**config.mk**
```make
export PLATFORM = sky130hd
export DESIGN_NAME = gpio_ports
export DESIGN_NICKNAME = d
export VERILOG_FILES = /design/src/shared/gpio_pkg.sv /design/src/rtl/gpio_ports.sv
export SDC_FILE = /design/constraint.sdc
export NUM_CORES = 1
export LEC_CHECK = 0
export BUFFER_PORTS_ARGS = -buffer_cell sky130_fd_sc_hd__buf_2
export CAP_MARGIN = 10
export CORE_UTILIZATION = 50
export CTS_BUF_LIST = sky130_fd_sc_hd__clkbuf_2
export CTS_CLUSTER_SIZE = 8
export DETAILED_ROUTE_END_ITERATION = 6
export MAX_ROUTING_LAYER = met4
export PLACE_DENSITY = 0.73
export SKIP_CTS_REPAIR_TIMING = 1
export SLEW_MARGIN = 20
export SYNTH_ARGS = -nofsm -noshare
export SYNTH_HDL_FRONTEND = slang
export SYNTH_SLANG_ARGS = --single-unit
```
**constraint.sdc**
```tcl
create_clock -name sys_clk_i -period 1.69 [get_ports sys_clk_i]
set_clock_uncertainty 0.1 [all_clocks]
set_input_delay 0.169 -clock sys_clk_i [delete_from_list [all_inputs] [get_ports sys_clk_i]]
set_output_delay 0.169 -clock sys_clk_i [all_outputs]
set_load 0.01 [all_outputs]
```
**src/shared/gpio_pkg.sv**
```systemverilog
package gpio_pkg;

  // Widths
  localparam int ADDR_W = 8;
  localparam int DATA_W = 8;
  localparam int PA_W   = 5;
  localparam int PB_W   = 8;
  localparam int MON_W  = 4;

  // Register addresses
  localparam logic [ADDR_W-1:0] ADDR_PA_DATA = 8'h05;
  localparam logic [ADDR_W-1:0] ADDR_PA_DIR  = 8'h85;
  localparam logic [ADDR_W-1:0] ADDR_PB_DATA = 8'h06;
  localparam logic [ADDR_W-1:0] ADDR_PB_DIR  = 8'h86;
  localparam logic [ADDR_W-1:0] ADDR_OPTION  = 8'h81;
  localparam logic [ADDR_W-1:0] ADDR_INTC_LO = 8'h0B;
  localparam logic [ADDR_W-1:0] ADDR_INTC_HI = 8'h8B;

  // Field positions
  localparam int OPT_PU_N_BIT  = 7;
  localparam int INTC_GIE_BIT  = 7;
  localparam int INTC_RSV_BIT  = 6;
  localparam int INTC_PORT_CHANGE_IRQ_ENABLE_BIT = 3;
  localparam int INTC_FLAG_BIT = 0;
  localparam int OD_BIT        = 4;
  localparam int MON_LSB       = 4;

  // Reset values
  localparam logic [PA_W-1:0]   PA_DIR_RST = 5'h1F;
  localparam logic [PB_W-1:0]   PB_DIR_RST = 8'hFF;
  localparam logic [DATA_W-1:0] OPTION_RST = 8'hFF;
  localparam logic [DATA_W-1:0] INTC_RST   = 8'h00;
  localparam logic [PA_W-1:0]   PA_LAT_RST = 5'h00;
  localparam logic [PB_W-1:0]   PB_LAT_RST = 8'h00;
  localparam logic [DATA_W-1:0] ZERO_BYTE  = 8'h00;
  localparam logic [MON_W-1:0]  MON_ZERO   = 4'h0;

  // Register bus request
  typedef struct packed {
    logic [ADDR_W-1:0] addr;
    logic [DATA_W-1:0] wdata;
    logic              wr;
    logic              rd;
  } bus_req_t;

  // Whole state of the block
  typedef struct packed {
    logic [PA_W-1:0]   pa_s1;
    logic [PA_W-1:0]   pa_s2;
    logic [PB_W-1:0]   pb_s1;
    logic [PB_W-1:0]   pb_s2;
    logic [PA_W-1:0]   pa_lat;
    logic [PA_W-1:0]   pa_dir;
    logic [PB_W-1:0]   pb_lat;
    logic [PB_W-1:0]   pb_dir;
    logic [DATA_W-1:0] option;
    logic [DATA_W-1:0] intc;
    logic [MON_W-1:0]  snap;
    logic [PA_W-1:0]   pa_out;
    logic [PA_W-1:0]   pa_oe;
    logic [PB_W-1:0]   pb_out;
    logic [PB_W-1:0]   pb_oe;
    logic [PB_W-1:0]   pb_pu;
    logic              tmr_clk;
    logic              irq;
    logic              wake;
    logic [DATA_W-1:0] rdata;
  } state_t;

endpackage

```
**src/rtl/gpio_ports.sv**
```systemverilog
`timescale 1ns/1ps
`default_nettype none
module gpio_ports
  import gpio_pkg::*;
(
  input  wire logic              sys_clk_i,                   // 125 MHz clock
  input  wire logic              rst_n_i,                     // Power-on reset
  input  wire logic              soft_rst_i,                  // Other reset
  input  wire logic [ADDR_W-1:0] addr_i,                      // Register address
  input  wire logic [DATA_W-1:0] wdata_i,                     // Write data
  input  wire logic              wr_i,                        // Write strobe
  input  wire logic              rd_i,                        // Read strobe
  output logic      [DATA_W-1:0] rdata_o,                     // Read data
  input  wire logic [PA_W-1:0]   first_port_pins_i,           // First port pins
  output logic      [PA_W-1:0]   first_port_pins_o,           // First port drive
  output logic      [PA_W-1:0]   first_port_oe_o,             // First port enable
  input  wire logic [PB_W-1:0]   second_port_pins_i,          // Second port pins
  output logic      [PB_W-1:0]   second_port_pins_o,          // Second port drive
  output logic      [PB_W-1:0]   second_port_oe_o,            // Second port enable
  output logic      [PB_W-1:0]   second_port_pullup_o,        // Weak pull-up on
  output logic                   timer_external_clock_in_o,   // Timer clock level
  output logic                   port_change_irq_o,           // Change interrupt
  output logic                   wake_o                       // Sleep wake request
);

  // Address match used for read and write decode
  function automatic logic hit(input logic [ADDR_W-1:0] a,
                               input logic [ADDR_W-1:0] b);
    hit = (a == b);
  endfunction

  // Control register address match, both banks
  function automatic logic is_intc(input logic [ADDR_W-1:0] a);
    is_intc = hit(a, ADDR_INTC_LO) || hit(a, ADDR_INTC_HI);
  endfunction

  state_t   st_reg;
  state_t   st_next;
  bus_req_t req;

  assign req.addr  = addr_i;
  assign req.wdata = wdata_i;
  assign req.wr    = wr_i;
  assign req.rd    = rd_i;

  // Next-state logic for the whole block
  always_comb begin
    logic             pb_acc;
    logic [MON_W-1:0] mon_dir;
    logic [MON_W-1:0] mon_pin;
    logic [MON_W-1:0] mismatch;
    logic             change;
    logic [DATA_W-1:0] rd_val;
    pb_acc   = 1'b0;
    mon_dir  = MON_ZERO;
    mon_pin  = MON_ZERO;
    mismatch = MON_ZERO;
    change   = 1'b0;
    rd_val   = ZERO_BYTE;
    st_next  = st_reg;

    // Two-stage synchronisers on all pins
    st_next.pa_s1 = first_port_pins_i;
    st_next.pa_s2 = st_reg.pa_s1;
    st_next.pb_s1 = second_port_pins_i;
    st_next.pb_s2 = st_reg.pb_s1;

    pb_acc = (req.rd || req.wr) && hit(req.addr, ADDR_PB_DATA);

    // Register writes; latch takes the CPU's modified pin value
    if (req.wr) begin
      if (hit(req.addr, ADDR_PA_DATA)) begin
        st_next.pa_lat = req.wdata[PA_W-1:0];
      end
      if (hit(req.addr, ADDR_PA_DIR)) begin
        st_next.pa_dir = req.wdata[PA_W-1:0];
      end
      if (hit(req.addr, ADDR_PB_DATA)) begin
        st_next.pb_lat = req.wdata;
      end
      if (hit(req.addr, ADDR_PB_DIR)) begin
        st_next.pb_dir = req.wdata;
      end
      if (hit(req.addr, ADDR_OPTION)) begin
        st_next.option = req.wdata;
      end
      if (is_intc(req.addr)) begin
        st_next.intc = req.wdata;
        st_next.intc[INTC_RSV_BIT] = 1'b0;
      end
    end

    // Any second-port data register access refreshes the compare copy
    if (pb_acc) begin
      st_next.snap = st_reg.pb_s2[MON_LSB +: MON_W];
    end

    // Mismatch on monitored input pins only
    mon_dir  = st_reg.pb_dir[MON_LSB +: MON_W];
    mon_pin  = st_reg.pb_s2[MON_LSB +: MON_W];
    mismatch = (mon_pin ^ st_reg.snap) & mon_dir;
    change   = (|mismatch) && !pb_acc;

    // Flag set wins over a software clear, enables ignored
    if (change) begin
      st_next.intc[INTC_FLAG_BIT] = 1'b1;
    end

    // Other reset: directions and option to ones, latches kept
    if (soft_rst_i) begin
      st_next.pa_dir = PA_DIR_RST;
      st_next.pb_dir = PB_DIR_RST;
      st_next.option = OPTION_RST;
      st_next.intc   = {st_reg.intc[INTC_GIE_BIT],
                        INTC_RST[DATA_W-2:1],
                        st_next.intc[INTC_FLAG_BIT]};
    end

    // Pin drivers; open-drain bit only ever pulls low
    st_next.pa_out = st_next.pa_lat;
    st_next.pa_oe  = ~st_next.pa_dir;
    st_next.pa_out[OD_BIT] = 1'b0;
    st_next.pa_oe[OD_BIT]  = ~st_next.pa_dir[OD_BIT]
                             & ~st_next.pa_lat[OD_BIT];
    st_next.pb_out = st_next.pb_lat;
    st_next.pb_oe  = ~st_next.pb_dir;

    // Global pull-up enable, forced off on outputs
    st_next.pb_pu = st_next.option[OPT_PU_N_BIT] ? ZERO_BYTE
                    : st_next.pb_dir;

    // Timer clock taken from the synchronised open-drain pin
    st_next.tmr_clk = st_reg.pa_s2[OD_BIT];

    // Interrupt and wake request from flag and enable
    st_next.irq  = st_next.intc[INTC_FLAG_BIT]
                   & st_next.intc[INTC_PORT_CHANGE_IRQ_ENABLE_BIT];
    st_next.wake = st_next.intc[INTC_FLAG_BIT]
                   & st_next.intc[INTC_PORT_CHANGE_IRQ_ENABLE_BIT];

    // Read mux; unmapped addresses and bits return zero
    if (req.rd) begin
      if (hit(req.addr, ADDR_PA_DATA)) begin
        rd_val = {3'h0, st_reg.pa_s2};
      end else if (hit(req.addr, ADDR_PA_DIR)) begin
        rd_val = {3'h0, st_reg.pa_dir};
      end else if (hit(req.addr, ADDR_PB_DATA)) begin
        rd_val = st_reg.pb_s2;
      end else if (hit(req.addr, ADDR_PB_DIR)) begin
        rd_val = st_reg.pb_dir;
      end else if (hit(req.addr, ADDR_OPTION)) begin
        rd_val = st_reg.option;
      end else if (is_intc(req.addr)) begin
        rd_val = st_reg.intc;
      end else begin
        rd_val = ZERO_BYTE;
      end
    end
    st_next.rdata = rd_val;
  end

  // State register; power-on reset loads constants only
  always_ff @(posedge sys_clk_i or negedge rst_n_i) begin
    if (!rst_n_i) begin
      st_reg         <= '0;
      st_reg.pa_lat  <= PA_LAT_RST;
      st_reg.pb_lat  <= PB_LAT_RST;
      st_reg.pa_dir  <= PA_DIR_RST;
      st_reg.pb_dir  <= PB_DIR_RST;
      st_reg.option  <= OPTION_RST;
      st_reg.intc    <= INTC_RST;
      st_reg.snap    <= MON_ZERO;
    end else begin
      st_reg <= st_next;
    end
  end

  // Outputs straight from the state flops
  assign rdata_o                   = st_reg.rdata;
  assign first_port_pins_o         = st_reg.pa_out;
  assign first_port_oe_o           = st_reg.pa_oe;
  assign second_port_pins_o        = st_reg.pb_out;
  assign second_port_oe_o          = st_reg.pb_oe;
  assign second_port_pullup_o      = st_reg.pb_pu;
  assign timer_external_clock_in_o = st_reg.tmr_clk;
  assign port_change_irq_o         = st_reg.irq;
  assign wake_o                    = st_reg.wake;

endmodule
`default_nettype wire

```
==> metrics.txt, run 1 <==
wire length per cell 16.7 um; crit path DAT 2060 ps; top_reg_cell synth dfrtp_1; Async SR Flop Fraction 1.00; Post-Synthesis Cell Area 0.00443 mm^2; Max Fanout on Critical Path 2; Vias/cell 5.36; Starting Density 0.528; num rows 33; global route hottest layer met2; biggest area consumer among synthesized cells dfrtp_1; Worst R2R Start st_reg[83]; Crit path largest cell delay between 600 and 700 ps; Hold Path Class in2reg; number of CTS-inserted buffers 9; number of synthesized flops with an enable pin 0; final hold violation count 1; Worst IR Drop VDD just over 0.5 mV; nets@finish 496; Routed Wire Length 9550 um; crit path cell chain nand2b_1, o21ai_0, a221o_1, a31oi_1; Cells after DPL roughly 530; f_max 614 MHz; Initial DRC Count ~180; placed cell areas 0.00486 mm^2; post-detail-place hpwl between 6000 and 7000 um; Mapped Nets around 400; Endpoint, Worst Hold rdata_o[2]; max reg flops 49; Power Density 776 mW/mm^2; die height 96.1 um; Root Driver clkbuf_2; DRT antenna net count 0; final setup violation count 0; Hold WS -4.60 ps; register area 0.00258 mm^2; reg-to-reg endpoint rdata_o[2]; hold_sp addr_i[6]; Core ar. 0.00838 mm^2; via count 3064; Distinct cells, synth 58; total number of yosys warnings 0; Tcrit/Tclk final 0.963; Leak between 0.002 and 0.003 uW; CP Class reg2reg; # H-tree levels 3; cell area after layout 0.00527 mm^2; final std cells w/o fill 572; area of the multi-input gates 0.00134 mm^2; Max Slew Vio Count 0; post-synth top area share 0.458; num ports 79; clock latency on the worst-skew pair 580 ps; clk buf depth 2; synthesized instance count around 370; Util after Layout 0.629; grt ovf 0; M1 GR Usage 0.306; DRT Pass-1 Iters 5; largest net degree at the start of global routing 60; MaxCap Viol Count 0; met2 GRT Util 0.331; global-route wire length before repair 14500 um; RSZ-0062 raised after global routing no; CTS clk-pin slew, worst paths 300 ps; Data required, critical path 2120 ps; CTS tree done; Residual DRC 0; worst path bufs/invs 0; I/O Buffers 77; top post-synthesis cells by area dfrtp_1 (46%), dfstp_2 (12%), buf_4 (7.5%), mux2_2 (4.3%), a211o_1 (2.2%); Critical Path Start Type flop; grt met3 use 0.0379; share of layout cells above drive strength 1 0.394; Layout area overhead 19.0%; status finished with violations; RePlAce Congestion 0.889; reg2reg path depth 4; Crit. End Element flop; syn_area_per_cell roughly 12 um^2; CTS Sinks 102; Total Die Area 0.00924 mm^2; vias in the first global route around 2900; hold path depth 4; initial antenna violation count 0; CP max stage cell dfstp_2; antenna cells 0; violated checks hold timing; die width 96.1 um; fin crit period ~1600 ps; post-synthesis sequential area ratio 0.582; flop2flop setup slack between 60 and 70 ps; Total GRT Usage 0.223; Top Family by Delay on Critical Path compound AO/OA/AOI/OAI gates; register bit count reported by yosys a little over 100; Fillers roughly 670
worst max path at each step:
stage	from	to	slack (ps)	depth (start not counted)
after floorplan	addr_i[5]	st_reg[56]	110	4
after global placement	addr_i[1]	rdata_o[3]	-90	6
after detailed placement	addr_i[1]	rdata_o[3]	-150	6
after CTS	st_reg[83]	rdata_o[2]	80	4
after global routing	st_reg[83]	rdata_o[2]	20	4
final	st_reg[83]	rdata_o[2]	60	4
where the power goes:
part | switching (uW) | internal (uW)
registers | 27.0 | 2510
logic | 207 | 184
clock network | 812 | 353
stage by stage:
step	setup WS, ps	power, uW	setup TNS (ps)
finish	62.6	4090	0
global route	19.2	4260	0
CTS	80.2	4070	0
detailed placement	-151	2920	-721
global placement	-94.7	2900	-133
floorplan	110	2730	0
worst min-delay path, stage by stage:
cell and delay [ps]:
buf_2 130, nor3_1 80, a32oi_1 190, a31oi_1 120
per-layer routing:
layer | part of all wire | wire [um] | up-vias
met5 | 0 | 0 | -
met4 | 0.022 | 214 | 0
met3 | 0.046 | 443 | 21
met2 | 0.47 | 4520 | 109
met1 | 0.46 | 4380 | 1514
li1 | - | - | 1420
logic make-up after synthesis:
family,count (synthesis),synth area share
XOR/XNOR,4,0.00791
AND/OR/NAND/NOR,82,0.114
multiplexers,22,0.0545
other,1,0.000847
flip-flops,102,0.582
AO/OA/AOI/OAI,73,0.125
buffers and inverters,84,0.116
synthesized netlist by cell type (all sizes together), types with 2 or more instances:
master,instances
dfrtp,81
buf,54
inv,25
dfstp,21
o21ai,21
nand2,18
mux2,17
nor2,14
a211o,11
nand3,9
nor2b,9
a41oi,8
a21oi,7
and2,6
a211oi,5
and3,5
clkbuf,5
mux2i,5
a221oi,4
nor3,4
xnor2,4
nand2b,3
nor4b,3
a31oi,2
a32o,2
and4bb,2
nor3b,2
nor4,2
o22ai,2
cell usage in the layout (no fill, tap or decap), drive strengths merged, types with 2 or more instances in the layout:
master / Yosys / routed
a211oi: 5 / 5
clkbuf: 5 / 10
clkinvlp: 0 / 3
nor4b: 3 / 3
a21oi: 7 / 7
mux2i: 5 / 5
nand3: 9 / 9
nor3: 4 / 4
dlygate4sd3: 0 / 29
nor2: 14 / 14
dfstp: 21 / 21
nor3b: 2 / 2
and2: 6 / 6
dfrtp: 81 / 81
a32o: 2 / 2
a211o: 11 / 11
inv: 25 / 26
o22ai: 2 / 2
o21ai: 21 / 21
nor4: 2 / 2
a31oi: 2 / 2
nand2: 18 / 18
and4bb: 2 / 2
mux2: 17 / 17
nor2b: 9 / 9
nand2b: 3 / 3
xnor2: 4 / 4
a41oi: 8 / 8
a221oi: 4 / 4
buf: 54 / 113
and3: 5 / 5
cell type report:
class,count,share of cell area
Timing Repair Buffer,142,0.192
Multi-Input combinational cell,182,0.254
Inverter,25,0.0178
Sequential cell,102,0.489
Clock inverter,6,0.0133
Clock buffer,10,0.00949
Tap cell,105,0.0249
No activity file was read; power rests on OpenSTA's default activity.
==> inputs of run 2 (changes only) <==
ABC_AREA = 1   (was unset)
==> metrics.txt, run 2 <==
clk buf depth 2 (unchanged); Async SR Flop Fraction 1.00 (unchanged); MaxCap Viol Count 0 (unchanged); post-detail-place hpwl 6260 um (-9.2%); antenna cells 0 (unchanged); post-synthesis sequential area ratio 0.602 (+0.0194); min setup slack post-route 88.4 ps (+25.8 ps); Starting Density 0.519 (-0.00935); global-route wire length before repair 13600 um (-6.4%); largest net degree at the start of global routing 35 (-42%); Initial DRC Count 176 (-1.7%); max reg flops 49 (unchanged); Data required, critical path 2100 ps (-20 ps); CTS tree done; Hold WS 26.1 ps (+30.7 ps); number of CTS-inserted buffers 9 (unchanged); Vias/cell 4.95 (-7.6%); synthesized instance count 435 (+18%); crit path cell chain dlygate4sd3_1, buf_2, nor2_4, nand2_2, inv_4, nand3_1, dlygate4sd3_1, nand2_1; top post-synthesis cells by area dfrtp_1 (47%), dfstp_2 (13%), buf_4 (7.5%), nand2_1 (7.1%), inv_1 (3.9%); Overall Power 4160 uW (+1.6%); Crit path top cell by count dlygate4sd3_1; Max Fanout on Critical Path 9 (+7); die width 94.6 um (-1.6%); Total Die Area 0.00895 mm^2 (-3.2%); grt ovf 0 (unchanged); total number of yosys warnings 0 (unchanged); initial antenna violation count 0 (unchanged); Critical Path Start Type input pin; Total GRT Usage 0.209 (-0.0144); fin crit period 1600 ps (-25.8 ps); biggest area consumer among synthesized cells dfrtp_1; final hold violation count 0 (-1); Mapped Nets 469 (+17%); commonest cells in the netlist dfrtp_1 (81), nand2_1 (81), inv_1 (45), buf_4 (43), nor2_1 (34); Fillers 706 (+6.0%); DRT antenna net count 0 (unchanged); RePlAce Congestion 0.893 (+0.40%); Routed Wire Length 8690 um (-9.0%); Max Slew Vio Count 0 (unchanged); Residual DRC 0 (unchanged); DRT Pass-1 Iters 4 (-1); placed cell areas 0.00454 mm^2 (-6.6%); Crit path largest cell delay 580 ps (-30 ps); cell area after layout 0.00499 mm^2 (-5.3%); CP max stage cell dlygate4sd3_1; Distinct cells, synth 29 (-50%); wire length per cell 13.9 um (-17%); most frequent cells in the layout nand2_1 (81), dfrtp_1 (81), buf_2 (76); worst path bufs/invs 4 (+4); post-synth top area share 0.473 (+0.0152); Power Density 832 mW/mm^2 (+7.3%); Worst R2R Start st_reg[72]; hold_sp addr_i[6]; Hold Path Class in2reg; Leak 0.00279 uW (+4.9%); f_max 624 MHz (+1.6%); Post-Synthesis Cell Area 0.00429 mm^2 (-3.2%); CTS Sinks 102 (unchanged); crit path DAT 2020 ps (-40 ps); syn_area_per_cell 9.85 um^2 (-18%); Crit. End Element flop; register bit count reported by yosys 102 (unchanged); Root Driver clkbuf_2; vias in the first global route 2914 (+1.9%); I/O Buffers 77 (unchanged); die height 94.6 um (-1.6%); Worst IR Drop VDD 0.588 mV (+15%); clock latency on the worst-skew pair 540 ps (-40 ps); register area 0.00258 mm^2 (unchanged); number of synthesized flops with an enable pin 0 (unchanged); pre-CTS WS -16.4 ps (+134 ps); status complete, no violations; CP Launch Point addr_i[7]; CTS clk-pin slew, worst paths 260 ps (-40 ps); CP Class in2reg; Top Family by Delay on Critical Path buffers and inverters; top_reg_cell synth dfrtp_1; via count 3097 (+1.1%); num ports 79 (unchanged); Layout area overhead 16.5%; # H-tree levels 3 (unchanged); num rows 33 (unchanged); area of the multi-input gates 0.00114 mm^2 (-14%); final setup TNS 0 ps (unchanged); nets@finish 550 (+11%); Tcrit/Tclk final 0.948 (-0.0153); final setup violation count 0 (unchanged); RSZ-0062 raised after global routing no; Core ar. 0.00826 mm^2 (-1.5%); share of layout cells above drive strength 1 0.294 (-0.100)
run 2: kinds of logic after synthesis:
kind of cell    synth area share
other cells             0.000875
simple gates               0.187
xor+xnor                 0.00409
compound gates            0.0750
flops                      0.602
buf+inv                    0.131
run 2: where the power goes:
part | internal (uW) | switching (uW)
logic | 141 | 191
registers | 2530 | 32.4
clock network | 494 | 771
run 2: layer usage:
metal  track usage  vias to the layer above  part of all wire
li1              -                     1485                 -
met1         0.259                     1498              0.43
met2         0.332                       96              0.51
met3        0.0419                       18             0.047
met4        0.0934                        0             0.023
met5             -                        -                 0
run 2: layout make-up:
cell class | count | share of cell area
clock buffers | 10 | 0.0100
clock inverters | 6 | 0.0170
inverters | 53 | 0.0408
multi-input cells | 232 | 0.229
flip-flops and latches | 102 | 0.516
well taps | 105 | 0.0263
repair buffers | 118 | 0.160
run 2: tightest hold or removal path, cell delays in order:
cell and delay (ps):
buf_2 90, inv_1 50, nand2_2 100, nor2_8 80, nand3_1 80, a31oi_1 90
run 2: worst paths after layout:
check / to / slack, ps / cells past startpoint
worst max register to register: wake_o / 200 / 8
max in group asynchronous: st_reg[60] / 410 / 4
min in group asynchronous: st_next[108] / 490 / 3
worst max-delay path: second_port_pins_o[6] / 90 / 8
worst min register to register: st_reg[92] / 280 / 0
worst min-delay path: rdata_o[5] / 30 / 6
run 2: stage by stage:
step	utilization	instances
2_1_floorplan	-	435
3_3_place_gp	0.550	578
3_5_place_dp	0.550	578
4_1_cts	0.566	594
5_1_grt	0.605	626
6_report	0.605	626
